`src/pkg/axis_limit_pkg.sv`:
```
// Constants for the four-axis travel-limit and safe-zone block.
// Assumes a word-addressed register port, 8-bit address, 32-bit data.
package axis_limit_pkg;
  localparam int NUM_AXES = 4;
  localparam int POS_W    = 48;
  localparam int DIST_W   = 23;
  localparam int FLT_W    = 16;
  // Global registers
  localparam logic [7:0] ADDR_STATUS   = 8'h00;
  localparam logic [7:0] ADDR_IRQ_MASK = 8'h01;
  localparam logic [7:0] ADDR_FAULT_EN = 8'h02;
  localparam logic [7:0] ADDR_ZONE_CFG = 8'h03;
  localparam logic [7:0] ADDR_LIVE     = 8'h04;
  // Axis n occupies addresses with upper nibble n+1
  localparam logic [3:0] AXIS_FIRST  = 4'h1;
  localparam logic [3:0] AXIS_LAST   = 4'h4;
  localparam logic [3:0] OFF_CCW_LO  = 4'h0;
  localparam logic [3:0] OFF_CCW_HI  = 4'h1;
  localparam logic [3:0] OFF_CW_LO   = 4'h2;
  localparam logic [3:0] OFF_CW_HI   = 4'h3;
  localparam logic [3:0] OFF_ZLO_LO  = 4'h4;
  localparam logic [3:0] OFF_ZLO_HI  = 4'h5;
  localparam logic [3:0] OFF_ZHI_LO  = 4'h6;
  localparam logic [3:0] OFF_ZHI_HI  = 4'h7;
  localparam logic [3:0] OFF_DECEL   = 4'h8;
  localparam logic [3:0] OFF_CFG     = 4'h9;
  // Axis config bits
  localparam int CFG_HOME_SW = 0;
  localparam int CFG_POL_NC  = 1;
  localparam int CFG_DIR_CCW = 2;
  // Fault bits per axis, four per axis
  localparam int FLT_SOFT_CW  = 0;
  localparam int FLT_SOFT_CCW = 1;
  localparam int FLT_HW_CW    = 2;
  localparam int FLT_HW_CCW   = 3;
  localparam logic [15:0] SOFT_FLT_MASK = 16'h3333;
  // Values after reset
  localparam logic [47:0] CCW_RST      = 48'h8000_0000_0000;
  localparam logic [47:0] CW_RST       = 48'h7fff_ffff_ffff;
  localparam logic [47:0] ZONE_RST     = 48'h0000_0000_0000;
  localparam logic [22:0] DECEL_RST    = 23'h0002ee;
  localparam logic [2:0]  CFG_RST      = 3'h4;
  localparam logic [15:0] FAULT_EN_RST = 16'hffff;
  localparam logic [15:0] IRQ_MASK_RST = 16'h0000;
  localparam logic [2:0]  ZONE_SEL_RST = 3'h0;
endpackage

```
`src/design/axis_limit_safe_zone.sv`:
```
// Travel limits, homing reference select, switch-exit slowdown and
// safe-zone output for four axes. Assumes positions, homed and enable
// flags come from the motion core, synchronous to ref_clk.
//
// Overview of operation
// RL1 - CCW soft limit armed only after homing
// RL2 - CCW bound signed 48 bits, most negative
// RL3 - CW soft limit armed only after homing
// RL4 - CW bound signed 48 bits, most positive
// RL5 - Soft limit faults enabled by default
// RL6 - CW, CCW and home switch per axis
// RL7 - Home switch option: seek home switch
// RL8 - Option clear: directional limit is reference
// RL9 - Reference limit raises no fault while homing
// RL10 - Home switch option clear after reset
// RL11 - One zone window per axis, homed position
// RL12 - Inside needs enabled, homed, within bounds
// RL13 - Selected output sinks when all inside
// RL14 - Both bounds zero excludes the axis
// RL15 - Switch exit slowdown distance, default 750
// RL16 - Zero distance disables the slowdown
// RL17 - Switch lines idle high, pulled up
// RL18 - Limit polarity normally open or closed
// RL19 - Armed soft limit overrun raises fault
//
// Our own choices: the plain strobed port and the register addresses.
`timescale 1ns/1ps
`default_nettype none

module axis_limit_safe_zone (
  input  wire logic              ref_clk,           // 25 MHz clock
  input  wire logic              sys_rst,           // Sync reset, high
  input  wire logic [7:0]        reg_addr,          // Register word address
  input  wire logic [31:0]       reg_wdata,         // Write data
  input  wire logic              reg_wr,            // Write strobe
  input  wire logic              reg_rd,            // Read strobe
  output logic      [31:0]       reg_rdata,         // Read data, next cycle
  output logic                   irq,               // Level interrupt
  input  wire logic [3:0][47:0]  axis_pos,          // Position from home
  input  wire logic [3:0]        axis_homed,        // Axis has homed
  input  wire logic [3:0]        axis_enabled,      // Axis enabled
  input  wire logic [3:0]        home_cycle_active, // Home cycle running
  input  wire logic [3:0]        cw_limit_in,       // Raw CW switch
  input  wire logic [3:0]        ccw_limit_in,      // Raw CCW switch
  input  wire logic [3:0]        home_switch_in,    // Raw home switch, NO
  output logic      [3:0]        home_ref_hit,      // Homing reference seen
  output logic      [3:0]        decel_active,      // Switch exit slowdown
  output logic      [7:0]        safe_zone_sink     // High: output sinks
);

  typedef struct packed {
    logic [3:0][47:0] ccw_bound;
    logic [3:0][47:0] cw_bound;
    logic [3:0][47:0] zone_lo;
    logic [3:0][47:0] zone_hi;
    logic [3:0][47:0] exit_pos;
    logic [3:0][22:0] decel_dist;
    logic [3:0][2:0]  axis_cfg;
    logic [15:0]      status;
    logic [15:0]      irq_mask;
    logic [15:0]      fault_en;
    logic [2:0]       zone_sel;
    logic [3:0]       ref_prev;
    logic [3:0]       decel_active;
    logic [3:0]       home_ref_hit;
    logic [7:0]       safe_sink;
    logic             irq;
    logic [31:0]      rdata;
  } state_t;

  state_t     st_reg;
  state_t     st_next;
  logic [3:0] cw_act;
  logic [3:0] ccw_act;
  logic [3:0] ref_act;
  logic [3:0] zone_part;
  logic [3:0] zone_in;
  logic [3:0] dist_done;
  logic [15:0] evt;
  logic [1:0] ax;
  logic       ax_hit;
  logic       zone_ok;

  ////////////////////////////////////////////////////////////////////
  // Per-axis comparisons
  genvar a;
  generate
    for (a = 0; a < axis_limit_pkg::NUM_AXES; a++) begin : g_axis
      logic        pol_nc;
      logic        use_home;
      logic        dir_ccw;
      logic [47:0] delta;
      logic [47:0] mag;
      assign pol_nc   = st_reg.axis_cfg[a][axis_limit_pkg::CFG_POL_NC];
      assign use_home = st_reg.axis_cfg[a][axis_limit_pkg::CFG_HOME_SW];
      assign dir_ccw  = st_reg.axis_cfg[a][axis_limit_pkg::CFG_DIR_CCW];
      // RL17 - pulled-up lines
      // RL18 - polarity decode: a closed NO switch pulls the line low
      assign cw_act[a]  = pol_nc ? cw_limit_in[a] : ~cw_limit_in[a];
      assign ccw_act[a] = pol_nc ? ccw_limit_in[a] : ~ccw_limit_in[a];
      // RL6 - three switches
      // RL7 RL8 - homing reference select
      assign ref_act[a] = use_home ? ~home_switch_in[a]
                        : (dir_ccw ? ccw_act[a] : cw_act[a]);
      // RL19 - soft limit overrun
      // RL1 RL3 - armed only once homed
      assign evt[a*4+axis_limit_pkg::FLT_SOFT_CW] = axis_homed[a] &&
        ($signed(axis_pos[a]) > $signed(st_reg.cw_bound[a]));
      assign evt[a*4+axis_limit_pkg::FLT_SOFT_CCW] = axis_homed[a] &&
        ($signed(axis_pos[a]) < $signed(st_reg.ccw_bound[a]));
      // RL9 - reference limit quiet while homing
      assign evt[a*4+axis_limit_pkg::FLT_HW_CW] = cw_act[a] &&
        !(home_cycle_active[a] && !use_home && !dir_ccw);
      assign evt[a*4+axis_limit_pkg::FLT_HW_CCW] = ccw_act[a] &&
        !(home_cycle_active[a] && !use_home && dir_ccw);
      // RL14 - zero window excluded
      assign zone_part[a] = (|st_reg.zone_lo[a]) || (|st_reg.zone_hi[a]);
      // RL11 RL12 - window test
      assign zone_in[a] = axis_enabled[a] && axis_homed[a] &&
        ($signed(axis_pos[a]) >= $signed(st_reg.zone_lo[a])) &&
        ($signed(axis_pos[a]) <= $signed(st_reg.zone_hi[a]));
      // Distance travelled since leaving the switch
      assign delta = axis_pos[a] - st_reg.exit_pos[a];
      assign mag   = delta[47] ? (48'h0 - delta) : delta;
      assign dist_done[a] = mag >= {25'h0, st_reg.decel_dist[a]};
    end
  endgenerate

  // RL13 - every participant inside; no participant means no output
  assign zone_ok = (|zone_part) && (&(~zone_part | zone_in));
  assign ax      = 2'(reg_addr[7:4] - axis_limit_pkg::AXIS_FIRST);
  assign ax_hit  = (reg_addr[7:4] >= axis_limit_pkg::AXIS_FIRST) &&
                   (reg_addr[7:4] <= axis_limit_pkg::AXIS_LAST);

  ////////////////////////////////////////////////////////////////////
  // Next state
  always_comb begin
    logic [15:0] clr;
    logic [3:0]  off;
    st_next = st_reg;
    clr     = 16'h0000;
    off     = reg_addr[3:0];
    // Register writes
    if (reg_wr) begin
      if (reg_addr == axis_limit_pkg::ADDR_STATUS) begin
        clr = reg_wdata[15:0];
      end else if (reg_addr == axis_limit_pkg::ADDR_IRQ_MASK) begin
        st_next.irq_mask = reg_wdata[15:0];
      end else if (reg_addr == axis_limit_pkg::ADDR_FAULT_EN) begin
        st_next.fault_en = reg_wdata[15:0];
      end else if (reg_addr == axis_limit_pkg::ADDR_ZONE_CFG) begin
        st_next.zone_sel = reg_wdata[2:0];
      end else if (ax_hit) begin
        // RL2 RL4 - full signed 48-bit bounds over two words
        if (off == axis_limit_pkg::OFF_CCW_LO) begin
          st_next.ccw_bound[ax][31:0] = reg_wdata;
        end else if (off == axis_limit_pkg::OFF_CCW_HI) begin
          st_next.ccw_bound[ax][47:32] = reg_wdata[15:0];
        end else if (off == axis_limit_pkg::OFF_CW_LO) begin
          st_next.cw_bound[ax][31:0] = reg_wdata;
        end else if (off == axis_limit_pkg::OFF_CW_HI) begin
          st_next.cw_bound[ax][47:32] = reg_wdata[15:0];
        end else if (off == axis_limit_pkg::OFF_ZLO_LO) begin
          st_next.zone_lo[ax][31:0] = reg_wdata;
        end else if (off == axis_limit_pkg::OFF_ZLO_HI) begin
          st_next.zone_lo[ax][47:32] = reg_wdata[15:0];
        end else if (off == axis_limit_pkg::OFF_ZHI_LO) begin
          st_next.zone_hi[ax][31:0] = reg_wdata;
        end else if (off == axis_limit_pkg::OFF_ZHI_HI) begin
          st_next.zone_hi[ax][47:32] = reg_wdata[15:0];
        end else if (off == axis_limit_pkg::OFF_DECEL) begin
          st_next.decel_dist[ax] = reg_wdata[22:0];
        end else if (off == axis_limit_pkg::OFF_CFG) begin
          st_next.axis_cfg[ax] = reg_wdata[2:0];
        end
      end
    end
    // RL5 RL19 - enabled events latch; a new event beats the clear
    st_next.status = (st_reg.status & ~clr) | (evt & st_reg.fault_en);
    st_next.irq    = |(st_next.status & st_next.irq_mask);
    // Register reads, unmapped addresses read zero
    st_next.rdata = 32'h0000_0000;
    if (reg_rd) begin
      if (reg_addr == axis_limit_pkg::ADDR_STATUS) begin
        st_next.rdata = {16'h0000, st_reg.status};
      end else if (reg_addr == axis_limit_pkg::ADDR_IRQ_MASK) begin
        st_next.rdata = {16'h0000, st_reg.irq_mask};
      end else if (reg_addr == axis_limit_pkg::ADDR_FAULT_EN) begin
        st_next.rdata = {16'h0000, st_reg.fault_en};
      end else if (reg_addr == axis_limit_pkg::ADDR_ZONE_CFG) begin
        st_next.rdata = {29'h0, st_reg.zone_sel};
      end else if (reg_addr == axis_limit_pkg::ADDR_LIVE) begin
        st_next.rdata = {11'h0, zone_ok, st_reg.decel_active, zone_in,
                         ref_act, ccw_act, cw_act};
      end else if (ax_hit) begin
        if (off == axis_limit_pkg::OFF_CCW_LO) begin
          st_next.rdata = st_reg.ccw_bound[ax][31:0];
        end else if (off == axis_limit_pkg::OFF_CCW_HI) begin
          st_next.rdata = {16'h0000, st_reg.ccw_bound[ax][47:32]};
        end else if (off == axis_limit_pkg::OFF_CW_LO) begin
          st_next.rdata = st_reg.cw_bound[ax][31:0];
        end else if (off == axis_limit_pkg::OFF_CW_HI) begin
          st_next.rdata = {16'h0000, st_reg.cw_bound[ax][47:32]};
        end else if (off == axis_limit_pkg::OFF_ZLO_LO) begin
          st_next.rdata = st_reg.zone_lo[ax][31:0];
        end else if (off == axis_limit_pkg::OFF_ZLO_HI) begin
          st_next.rdata = {16'h0000, st_reg.zone_lo[ax][47:32]};
        end else if (off == axis_limit_pkg::OFF_ZHI_LO) begin
          st_next.rdata = st_reg.zone_hi[ax][31:0];
        end else if (off == axis_limit_pkg::OFF_ZHI_HI) begin
          st_next.rdata = {16'h0000, st_reg.zone_hi[ax][47:32]};
        end else if (off == axis_limit_pkg::OFF_DECEL) begin
          st_next.rdata = {9'h000, st_reg.decel_dist[ax]};
        end else if (off == axis_limit_pkg::OFF_CFG) begin
          st_next.rdata = {29'h0, st_reg.axis_cfg[ax]};
        end
      end
    end
    // Homing reference and switch-exit slowdown per axis
    for (int i = 0; i < axis_limit_pkg::NUM_AXES; i++) begin
      st_next.ref_prev[i] = ref_act[i];
      // RL7 RL8 - reference reached during homing
      st_next.home_ref_hit[i] = home_cycle_active[i] && ref_act[i];
      if (!home_cycle_active[i]) begin
        st_next.decel_active[i] = 1'b0;
      // RL15 RL16 - start on switch release, skipped for zero distance
      end else if (st_reg.ref_prev[i] && !ref_act[i] &&
                   (st_reg.decel_dist[i] != 23'h000000)) begin
        st_next.decel_active[i] = 1'b1;
        st_next.exit_pos[i]     = axis_pos[i];
      end else if (st_reg.decel_active[i] && dist_done[i]) begin
        st_next.decel_active[i] = 1'b0;
      end
    end
    // RL13 - one-hot sink on the chosen output line
    st_next.safe_sink = zone_ok ? (8'h01 << st_reg.zone_sel) : 8'h00;
  end

  ////////////////////////////////////////////////////////////////////
  // State register
  always_ff @(posedge ref_clk) begin
    if (sys_rst) begin
      st_reg              <= '0;
      // RL2 RL4 - widest bounds so nothing trips before setup
      st_reg.ccw_bound    <= {4{axis_limit_pkg::CCW_RST}};
      st_reg.cw_bound     <= {4{axis_limit_pkg::CW_RST}};
      st_reg.zone_lo      <= {4{axis_limit_pkg::ZONE_RST}};
      st_reg.zone_hi      <= {4{axis_limit_pkg::ZONE_RST}};
      st_reg.decel_dist   <= {4{axis_limit_pkg::DECEL_RST}};
      // RL10 - home switch option clear
      st_reg.axis_cfg     <= {4{axis_limit_pkg::CFG_RST}};
      st_reg.fault_en     <= axis_limit_pkg::FAULT_EN_RST;
      st_reg.irq_mask     <= axis_limit_pkg::IRQ_MASK_RST;
      st_reg.zone_sel     <= axis_limit_pkg::ZONE_SEL_RST;
    end else begin
      st_reg <= st_next;
    end
  end

  assign reg_rdata      = st_reg.rdata;
  assign irq            = st_reg.irq;
  assign home_ref_hit   = st_reg.home_ref_hit;
  assign decel_active   = st_reg.decel_active;
  assign safe_zone_sink = st_reg.safe_sink;

  ////////////////////////////////////////////////////////////////////
  // Checks
  AST_SOFT_UNARMED: assert property (@(posedge ref_clk) disable iff (sys_rst) // RL1
    (axis_homed == 4'h0 && (st_reg.status & axis_limit_pkg::SOFT_FLT_MASK) == 16'h0)
    |=> ((st_reg.status & axis_limit_pkg::SOFT_FLT_MASK) == 16'h0))
    else $error("soft fault raised before homing");
  AST_SOFT_CW_TRIP: assert property (@(posedge ref_clk) disable iff (sys_rst) // RL19
    (axis_homed[0] && st_reg.fault_en[0] &&
     $signed(axis_pos[0]) > $signed(st_reg.cw_bound[0])) |=> st_reg.status[0])
    else $error("cw soft overrun not flagged");
  AST_BOUND_RST: assert property (@(posedge ref_clk) disable iff (sys_rst) // RL2
    $fell(sys_rst) |-> (st_reg.ccw_bound[1] == axis_limit_pkg::CCW_RST &&
                        st_reg.cw_bound[2] == axis_limit_pkg::CW_RST))
    else $error("soft bounds wrong after reset");
  AST_CFG_RST: assert property (@(posedge ref_clk) disable iff (sys_rst) // RL10
    $fell(sys_rst) |-> (st_reg.axis_cfg[3][0] == 1'b0 &&
      st_reg.fault_en == 16'hffff && st_reg.decel_dist[0] == 23'h0002ee))
    else $error("config wrong after reset");
  AST_REF_QUIET: assert property (@(posedge ref_clk) disable iff (sys_rst) // RL9
    (home_cycle_active[2] && st_reg.axis_cfg[2] == 3'h4 && ccw_act[2] &&
     !st_reg.status[11] && !reg_wr) |=> !st_reg.status[11])
    else $error("reference limit faulted while homing");
  AST_HOME_HIT: assert property (@(posedge ref_clk) disable iff (sys_rst) // RL7
    (home_cycle_active[2] && st_reg.axis_cfg[2][0] && !home_switch_in[2])
    |=> home_ref_hit[2])
    else $error("home switch not taken as reference");
  AST_ZONE_OFF: assert property (@(posedge ref_clk) disable iff (sys_rst) // RL14
    (zone_part == 4'h0) |=> (safe_zone_sink == 8'h00))
    else $error("sink active with no participant");
  AST_ZONE_ON: assert property (@(posedge ref_clk) disable iff (sys_rst) // RL13
    (zone_ok && !reg_wr) |=> (safe_zone_sink == (8'h01 << st_reg.zone_sel)))
    else $error("safe zone output not driven");
  AST_DECEL_OFF: assert property (@(posedge ref_clk) disable iff (sys_rst) // RL16
    (home_cycle_active[2] && st_reg.decel_dist[2] == 23'h0 && !st_reg.decel_active[2])
    |=> !decel_active[2])
    else $error("slowdown with zero distance");
  AST_DECEL_ON: assert property (@(posedge ref_clk) disable iff (sys_rst) // RL15
    (home_cycle_active[2] && st_reg.ref_prev[2] && !ref_act[2] &&
     st_reg.decel_dist[2] != 23'h0) |=> (decel_active[2] &&
     st_reg.exit_pos[2] == $past(axis_pos[2])))
    else $error("slowdown not started on switch exit");

endmodule // axis_limit_safe_zone

`default_nettype wire

```
`config.mk`:
```
export PLATFORM = sky130hd
export DESIGN_NAME = axis_limit_safe_zone
export DESIGN_NICKNAME = d
export VERILOG_FILES = /design/src/pkg/axis_limit_pkg.sv /design/src/design/axis_limit_safe_zone.sv
export SDC_FILE = /design/constraint.sdc
export NUM_CORES = 2
export LEC_CHECK = 0
export ABC_CLOCK_PERIOD_IN_PS = 19800
export BUFFER_PORTS_ARGS = -buffer_cell sky130_fd_sc_hd__clkbuf_2
export CELL_PAD_IN_SITES_DETAIL_PLACEMENT = 1
export CELL_PAD_IN_SITES_GLOBAL_PLACEMENT = 2
export CORE_ASPECT_RATIO = 1.5
export CORE_MARGIN = 8
export CORE_UTILIZATION = 41
export DETAILED_ROUTE_END_ITERATION = 8
export PLACE_DENSITY = 0.83
export SLEW_MARGIN = 30
export SYNTH_ARGS = -nofsm -noshare
export SYNTH_HDL_FRONTEND = slang
export SYNTH_SLANG_ARGS = --single-unit
export TNS_END_PERCENT = 1
```
`constraint.sdc`:
```
create_clock -name ref_clk -period 19.8 [get_ports ref_clk]
set_input_delay 1.98 -clock ref_clk [delete_from_list [all_inputs] [get_ports ref_clk]]
set_output_delay 1.98 -clock ref_clk [all_outputs]
set_load 0.02 [all_outputs]
```
# After elaboration in Yosys (flattened, before gate mapping)
# Cells that the tools add are included.
# W data, S select, Z words.
word_totals:
  ff_bits: 1168
  inputBits: 260
  out_inout_bits: 49
  word_cells: 348
op_classes:
  addsub: 9
  n_lt_le_gt_ge: 24
  n_eq_ne: 13
  n_shift: 1
  muxes: 91
  bitwise: 39
  reduce_logical: 128
ops:
  columns: ["operator", "count"]
  rows:
  - ["$bwmux W192", 8]
  - ["$mux W192", 8]
  - ["$mux W48", 9]
  - ["$bmux W48 S2", 4]
  - ["$reduce_or A48 Y1", 8]
  - ["$mux W32", 8]
  - ["$demux W48 S2", 2]
  - ["$ge A48 B23 Y1", 4]
  - ["$ge A48 B48 Y1", 4]
  - ["$gt A48 B48 Y1", 4]
  - ["$le A48 B48 Y1", 4]
  - ["$lt A48 B48 Y1", 4]
  - ["$sub A1 B48 Y48 const A", 4]
  - ["$sub A48 B48 Y48", 4]
  - ["$mux W16", 8]
  - ["$bwmux W92", 1]
  - ["$mux W23", 4]
  - ["$reduce_bool A23 Y1", 4]
  - ["$mux W35", 2]
  - ["$logic_and A1 B1 Y1", 59]
  - ["$and A16 B16 Y16", 3]
  - ["$bmux W23 S2", 1]
  - ["$demux W23 S2", 1]
  - ["$mux W21", 2]
  - ["other kinds (43)", 145]

# Longest topological paths before layout
logic_depth:
  word_depth: 19
  ltp_mapped: 29
  ltp_nobuf: 27

# Worst setup path after synthesis
# OpenSTA, ideal clock, no wires.
synth_path:
  kind: "in2reg"
  startpoint: "input axis_pos[11] in the netlist's numbering"
  endpoint: "register st_reg (netlist bit decel_active[0])"
  setup_time_ps: 87
  arrival_ps: 7510
  slack_ps: 12203
  stages: 25
  path_buffers: 4
  path_cell_list: "ha_1 > clkbuf_1 > nand4_1 > a211oi_1 > o211ai_1 > a2111oi_0 > a211oi_1 > o41ai_2 > xor2_1 > clkbuf_1 > clkbuf_1 > clkbuf_1 > o31ai_1 > xnor2_1 > ha_1 > nor2b_1 > o21ai_0 > a21oi_1 > a211oi_1 > a21oi_1 > a311oi_1 > o2111ai_1 > or3_1 > or4_1 > o31ai_1"
synth_via:
  elab_chain_cells: 6
synth_rtl:
  columns: ["item", "line_no", "text"]
  rows:
  - ["start, declared", "axis_limit_safe_zone.sv:39", "input wire logic [3:0][47:0] axis_pos,"]
  - ["$sub A48 B48 Y48 *", "axis_limit_safe_zone.sv:123", "assign delta = axis_pos[a] - st_reg.exit_pos[a];"]
  - ["$sub A1 B48 Y48", "axis_limit_safe_zone.sv:124", "assign mag = delta[47] ? (48'h0 - delta) : delta;"]
  - ["$mux W48 *", "axis_limit_safe_zone.sv:124", null]
  - ["$ge A48 B23 Y1 *", "axis_limit_safe_zone.sv:125", "assign dist_done[a] = mag >= {25'h0, st_reg.decel_dist[a]};"]
  - ["$logic_and A1 B1 Y1 *", "axis_limit_safe_zone.sv:231", "end else if (st_reg.decel_active[i] && dist_done[i]) begin"]
  - ["$reduce_bool A2 Y1 (no source line) *", null, null]
  - ["end signal, assigned", "axis_limit_safe_zone.sv:256", "st_reg <= st_next;"]
  - ["end, declared", "axis_limit_safe_zone.sv:71", "state_t st_reg;"]
# Every way passes the cells marked *; elsewhere a longest branch is shown, timed or not.
# A chain may end at the register's enable or synchronous reset.

# Worst setup path after layout
layout_path:
  startpoint: "input axis_pos[164] in the netlist's numbering"
  endpoint: "register st_reg (netlist bit decel_active[3])"
# The elaborated chain is that of the path after synthesis.

==> summary.md <==
| Metric | Value |
|---|---|
| Worst Path Class, Setup | `in -> reg` |
| Flops & latches, synth | `1168` |
| WP data required | `slightly above 20 ns` |
| Placer's final routability congestion estimate | `1.10` |
| Vert. Die Dim | `594 um` |
| RSZ-0062 raised after global routing | `false` |
| CTS clk-pin slew, worst paths | `0.07 ns` |
| Post-detailed-route wirelength per cell | `between 30 and 40 um` |
| Highest cell delay on the worst timing path | `roughly 0.65 ns` |
| Boundary Pins | `about 310` |
| Post-route DRC | `0` |
| Post-synth cell types | `124` |
| Flop2flop setup slack | `roughly 13 ns` |
| CTS H-tree depth | `4` |
| Later-pin clock latency in the skew report | `roughly 0.89 ns` |
| Share of async-settable or async-resettable flops after synthesis | `0%` |
| Worst endpoint data arrival time | `approximately 8.9 ns` |
| Final cell utilization of the core | `between 40% and 50%` |
| Reg-to-reg critical path endpoint | `decel_active[3]` |
| Vias in the first global route | `about 98k` |
| Die area | `0.239 mm^2` |
| Wire length of the first global-routing pass | `~750000 um` |
| Static leakage | `38.3 nW` |
| Summed negative setup slack over all endpoints | `0 ns` |
| Max-slew violation count | `22` |
| TritonCTS clock tree | `yes` |
| Total vias in the final route | `around 98k` |
| Run status | `complete, but fails checks` |
| Final hold slack | `between 0.4 and 0.5 ns` |
| Count of buffers from port buffering | `a little over 300` |
| Setup Viol. Count Final | `0` |
| Timing-limited maximum frequency | `123 MHz` |
| Cell Count, Final, Fillers Out | `approximately 15k` |
| Crit path setup slack, layout | `11.69 ns` |
| First-pass iteration count of the detailed router | `5` |
| Relative slew slack | `-1.05%` |
| Top flip-flop cell by instance count after synthesis | `sky130_fd_sc_hd__dfxtp_1` |
| Total track usage | `a little over two fifths` |
| Cells after Synth | `approximately 12k` |
| Number of enable flip-flop cells after synthesis | `0` |
| Number of placed instances with taps included | `roughly 15k` |
| Proportion of synthesized chip area in sequential cells | `approximately a quarter` |
| Area occupied by multi-input gates | `just over 0.06 mm^2` |
| Cell type of the slowest stage on the worst timing path | `sky130_fd_sc_hd__nor2_1` |
| Via density per instance | `about 6.5` |
| Width of the die | `around 400 um` |
| Source of the worst register-to-register timing path | `st_reg[363]` |
| Maximum count of clock buffers along a single path | `4` |
| Type of the worst min-delay path | `reg -> reg` |
| Number of DRC markers in iteration 0 | `about 10k` |
| Clock sink total | `roughly 1.2k` |
| Effective utilization at floorplan | `between 40% and 50%` |
| Slew at the pin closest to its max-slew limit | `between 1.5 and 2 ns` |
| Nets | `between 10k and 15k` |
| Violated checks | `capacitance limit, slew limit` |
| Antenna violations before repair | `87` |
| Register Area | `roughly 0.023 mm^2` |
| Crit path launch | `axis_pos[164]` |
| Shortest clock period the worst path allows after layout | `just over 8 ns` |
| Setup Buffers After CTS | `0` |
| Depth of the worst register-to-register path | `25` |
| Floorplan core area | `between 0.2 and 0.25 mm^2` |
| Pin count of the biggest net entering global routing | `around 170` |
| Post-detailed-route count of antenna-violating nets | `0` |
| Final hold violation count | `0` |
| Number of violations of the max-capacitance limit | `1` |
| Area Overhead vs Synth | `10.2%` |
| Cell area after synthesis | `about 0.09 mm^2` |
| Gr ovfl total | `0` |
| Avg Cell Area, Syn | `roughly 7.6 um^2` |
| Count of instances resized after the clock tree is built | `0` |
| Largest clock skew in the final design | `about 0.043 ns` |
| Peak supply drop | `between 0.1 and 0.15 mV` |
| DPL Wire Length | `approximately 430000 um` |
| Total routed wirelength | `approximately 550000 um` |
| Post-place setup slack | `~11 ns` |
| Post-Synthesis Net Count | `around 13k` |
| Filler instances | `between 20k and 30k` |
| Core Rows | `about 210` |
| Fraction of layout instances using a drive strength above 1 | `about a tenth` |
| Final critical-path share of the clock period | `41.0%` |
| CP Capture Type | `register` |
| CTS Buf Count | `about 140` |
| Number of flip-flops in the largest register | `around 1.1k` |
| Hold-fix buffers, CTS | `0` |
| Number of cells on the worst hold path | `2` |
| Crit Path Max Fanout | `15` |
| Pwr per Cell Area | `between 60 and 70 mW/mm^2` |
| Endpoint of the most critical setup path | `decel_active[3]` |
| Yosys Warn Count | `0` |
| CTS Root Cell | `sky130_fd_sc_hd__clkbuf_16` |
| Startpoint types | `input pin` |
## metal layers
layer / GRT usage, % / wire [um] / vias up
li1: - / - / 42300
met1: 47.5 / 189000 / 48700
met2: 68.6 / 240000 / 4944
met3: 8.70 / 44800 / 1711
met4: 46.9 / 73600 / 32
met5: 0 / 245 / -
## cells in the mapped netlist (145+ instances only)
master,number,area share [%]
sky130_fd_sc_hd__dfxtp_1,1168,26
sky130_fd_sc_hd__nor2_1,667,2.7
sky130_fd_sc_hd__nand2_1,2243,9.2
sky130_fd_sc_hd__inv_1,1116,4.6
sky130_fd_sc_hd__clkbuf_1,614,2.5
sky130_fd_sc_hd__ha_1,1052,14
sky130_fd_sc_hd__mux4_2,220,5.4
sky130_fd_sc_hd__o21ai_0,340,1.9
sky130_fd_sc_hd__xnor2_1,145,1.4
sky130_fd_sc_hd__nand4_1,277,1.9
sky130_fd_sc_hd__nor4_1,178,1.2
sky130_fd_sc_hd__a21o_1,356,2.9
sky130_fd_sc_hd__a21oi_1,1368,7.5
sky130_fd_sc_hd__a211o_1,236,2.3
## kinds of logic (layout without fill, tap and decap cells)
kind of cell | after synthesis | in the layout | synth area share (%)
buffers and inverters | 1832 | 1866 | 7.77
DFF | 1168 | 1168 | 25.6
xor gates and xnor gates | 236 | 236 | 2.28
muxes | 314 | 314 | 6.47
adders and majority gates | 1056 | 1056 | 14.5
other | 0 | 57 | 0
and+or+nand+nor | 4258 | 4258 | 21.4
AOI/OAI and AO/OA | 3142 | 3142 | 22.0
## per-stage QoR
step                cell area, um^2  power (mW)
finish                       101000        6.77
global route                 101000        6.95
CTS                          100000        6.75
detailed placement            95600        3.92
global placement              95400        3.89
floorplan                     91400        3.33
## worst min-delay path by stage
stage,startpoint,to,slack [ns]
3_5_place_dp,st_reg[265],st_reg[265],0.45
5_1_grt,st_reg[218],st_reg[218],0.47
4_1_cts,st_reg[265],st_reg[265],0.46
3_3_place_gp,st_reg[994],st_reg[994],0.44
6_report,st_reg[218],st_reg[218],0.45
2_1_floorplan,st_reg[1019],st_reg[1019],0.44
## where the power goes
part	switching, mW	leakage, nW	total (mW)	internal [mW]
logic	1.04	26.5	1.53	0.487
clock network	1.22	2.33	2.86	1.64
registers	0.0148	9.43	2.38	2.37
## placed cells by master, fill, tap and decap left out, types with 90 or more instances in the layout
| cell | count |
|---|---|
| sky130_fd_sc_hd__a211o_1 | 236 |
| sky130_fd_sc_hd__a21o_1 | 356 |
| sky130_fd_sc_hd__a21oi_1 | 1366 |
| sky130_fd_sc_hd__buf_4 | 185 |
| sky130_fd_sc_hd__clkbuf_16 | 146 |
| sky130_fd_sc_hd__clkbuf_2 | 303 |
| sky130_fd_sc_hd__dfxtp_1 | 1168 |
| sky130_fd_sc_hd__ha_1 | 1051 |
| sky130_fd_sc_hd__inv_1 | 1116 |
| sky130_fd_sc_hd__mux4_2 | 220 |
| sky130_fd_sc_hd__nand2_1 | 2235 |
| sky130_fd_sc_hd__nand3_1 | 140 |
| sky130_fd_sc_hd__nand4_1 | 277 |
| sky130_fd_sc_hd__nor2_1 | 632 |
| sky130_fd_sc_hd__nor2b_1 | 105 |
| sky130_fd_sc_hd__nor3_1 | 124 |
| sky130_fd_sc_hd__nor4_1 | 162 |
| sky130_fd_sc_hd__o211ai_1 | 90 |
| sky130_fd_sc_hd__o21a_1 | 93 |
| sky130_fd_sc_hd__o21ai_0 | 330 |
| sky130_fd_sc_hd__xnor2_1 | 145 |
## critical path, delay by kind of cell
family	cells	cell delay [ns]
buffers and inverters	2	0.57
adder cells (fa/ha/maj)	2	0.85
AO/OA/AOI/OAI	12	3.01
AND/OR/NAND/NOR	9	2.48
## final cells by class
class,instances,area share (%)
diodes,57,0.142
clock buffers,192,4.04
clock inverters,56,0.754
inverters,1118,4.17
multi-input cells,9006,61.0
flip-flops and latches,1168,23.2
well taps,2889,3.59
repair buffers,500,3.06
Power figures use the tool's default switching activity.
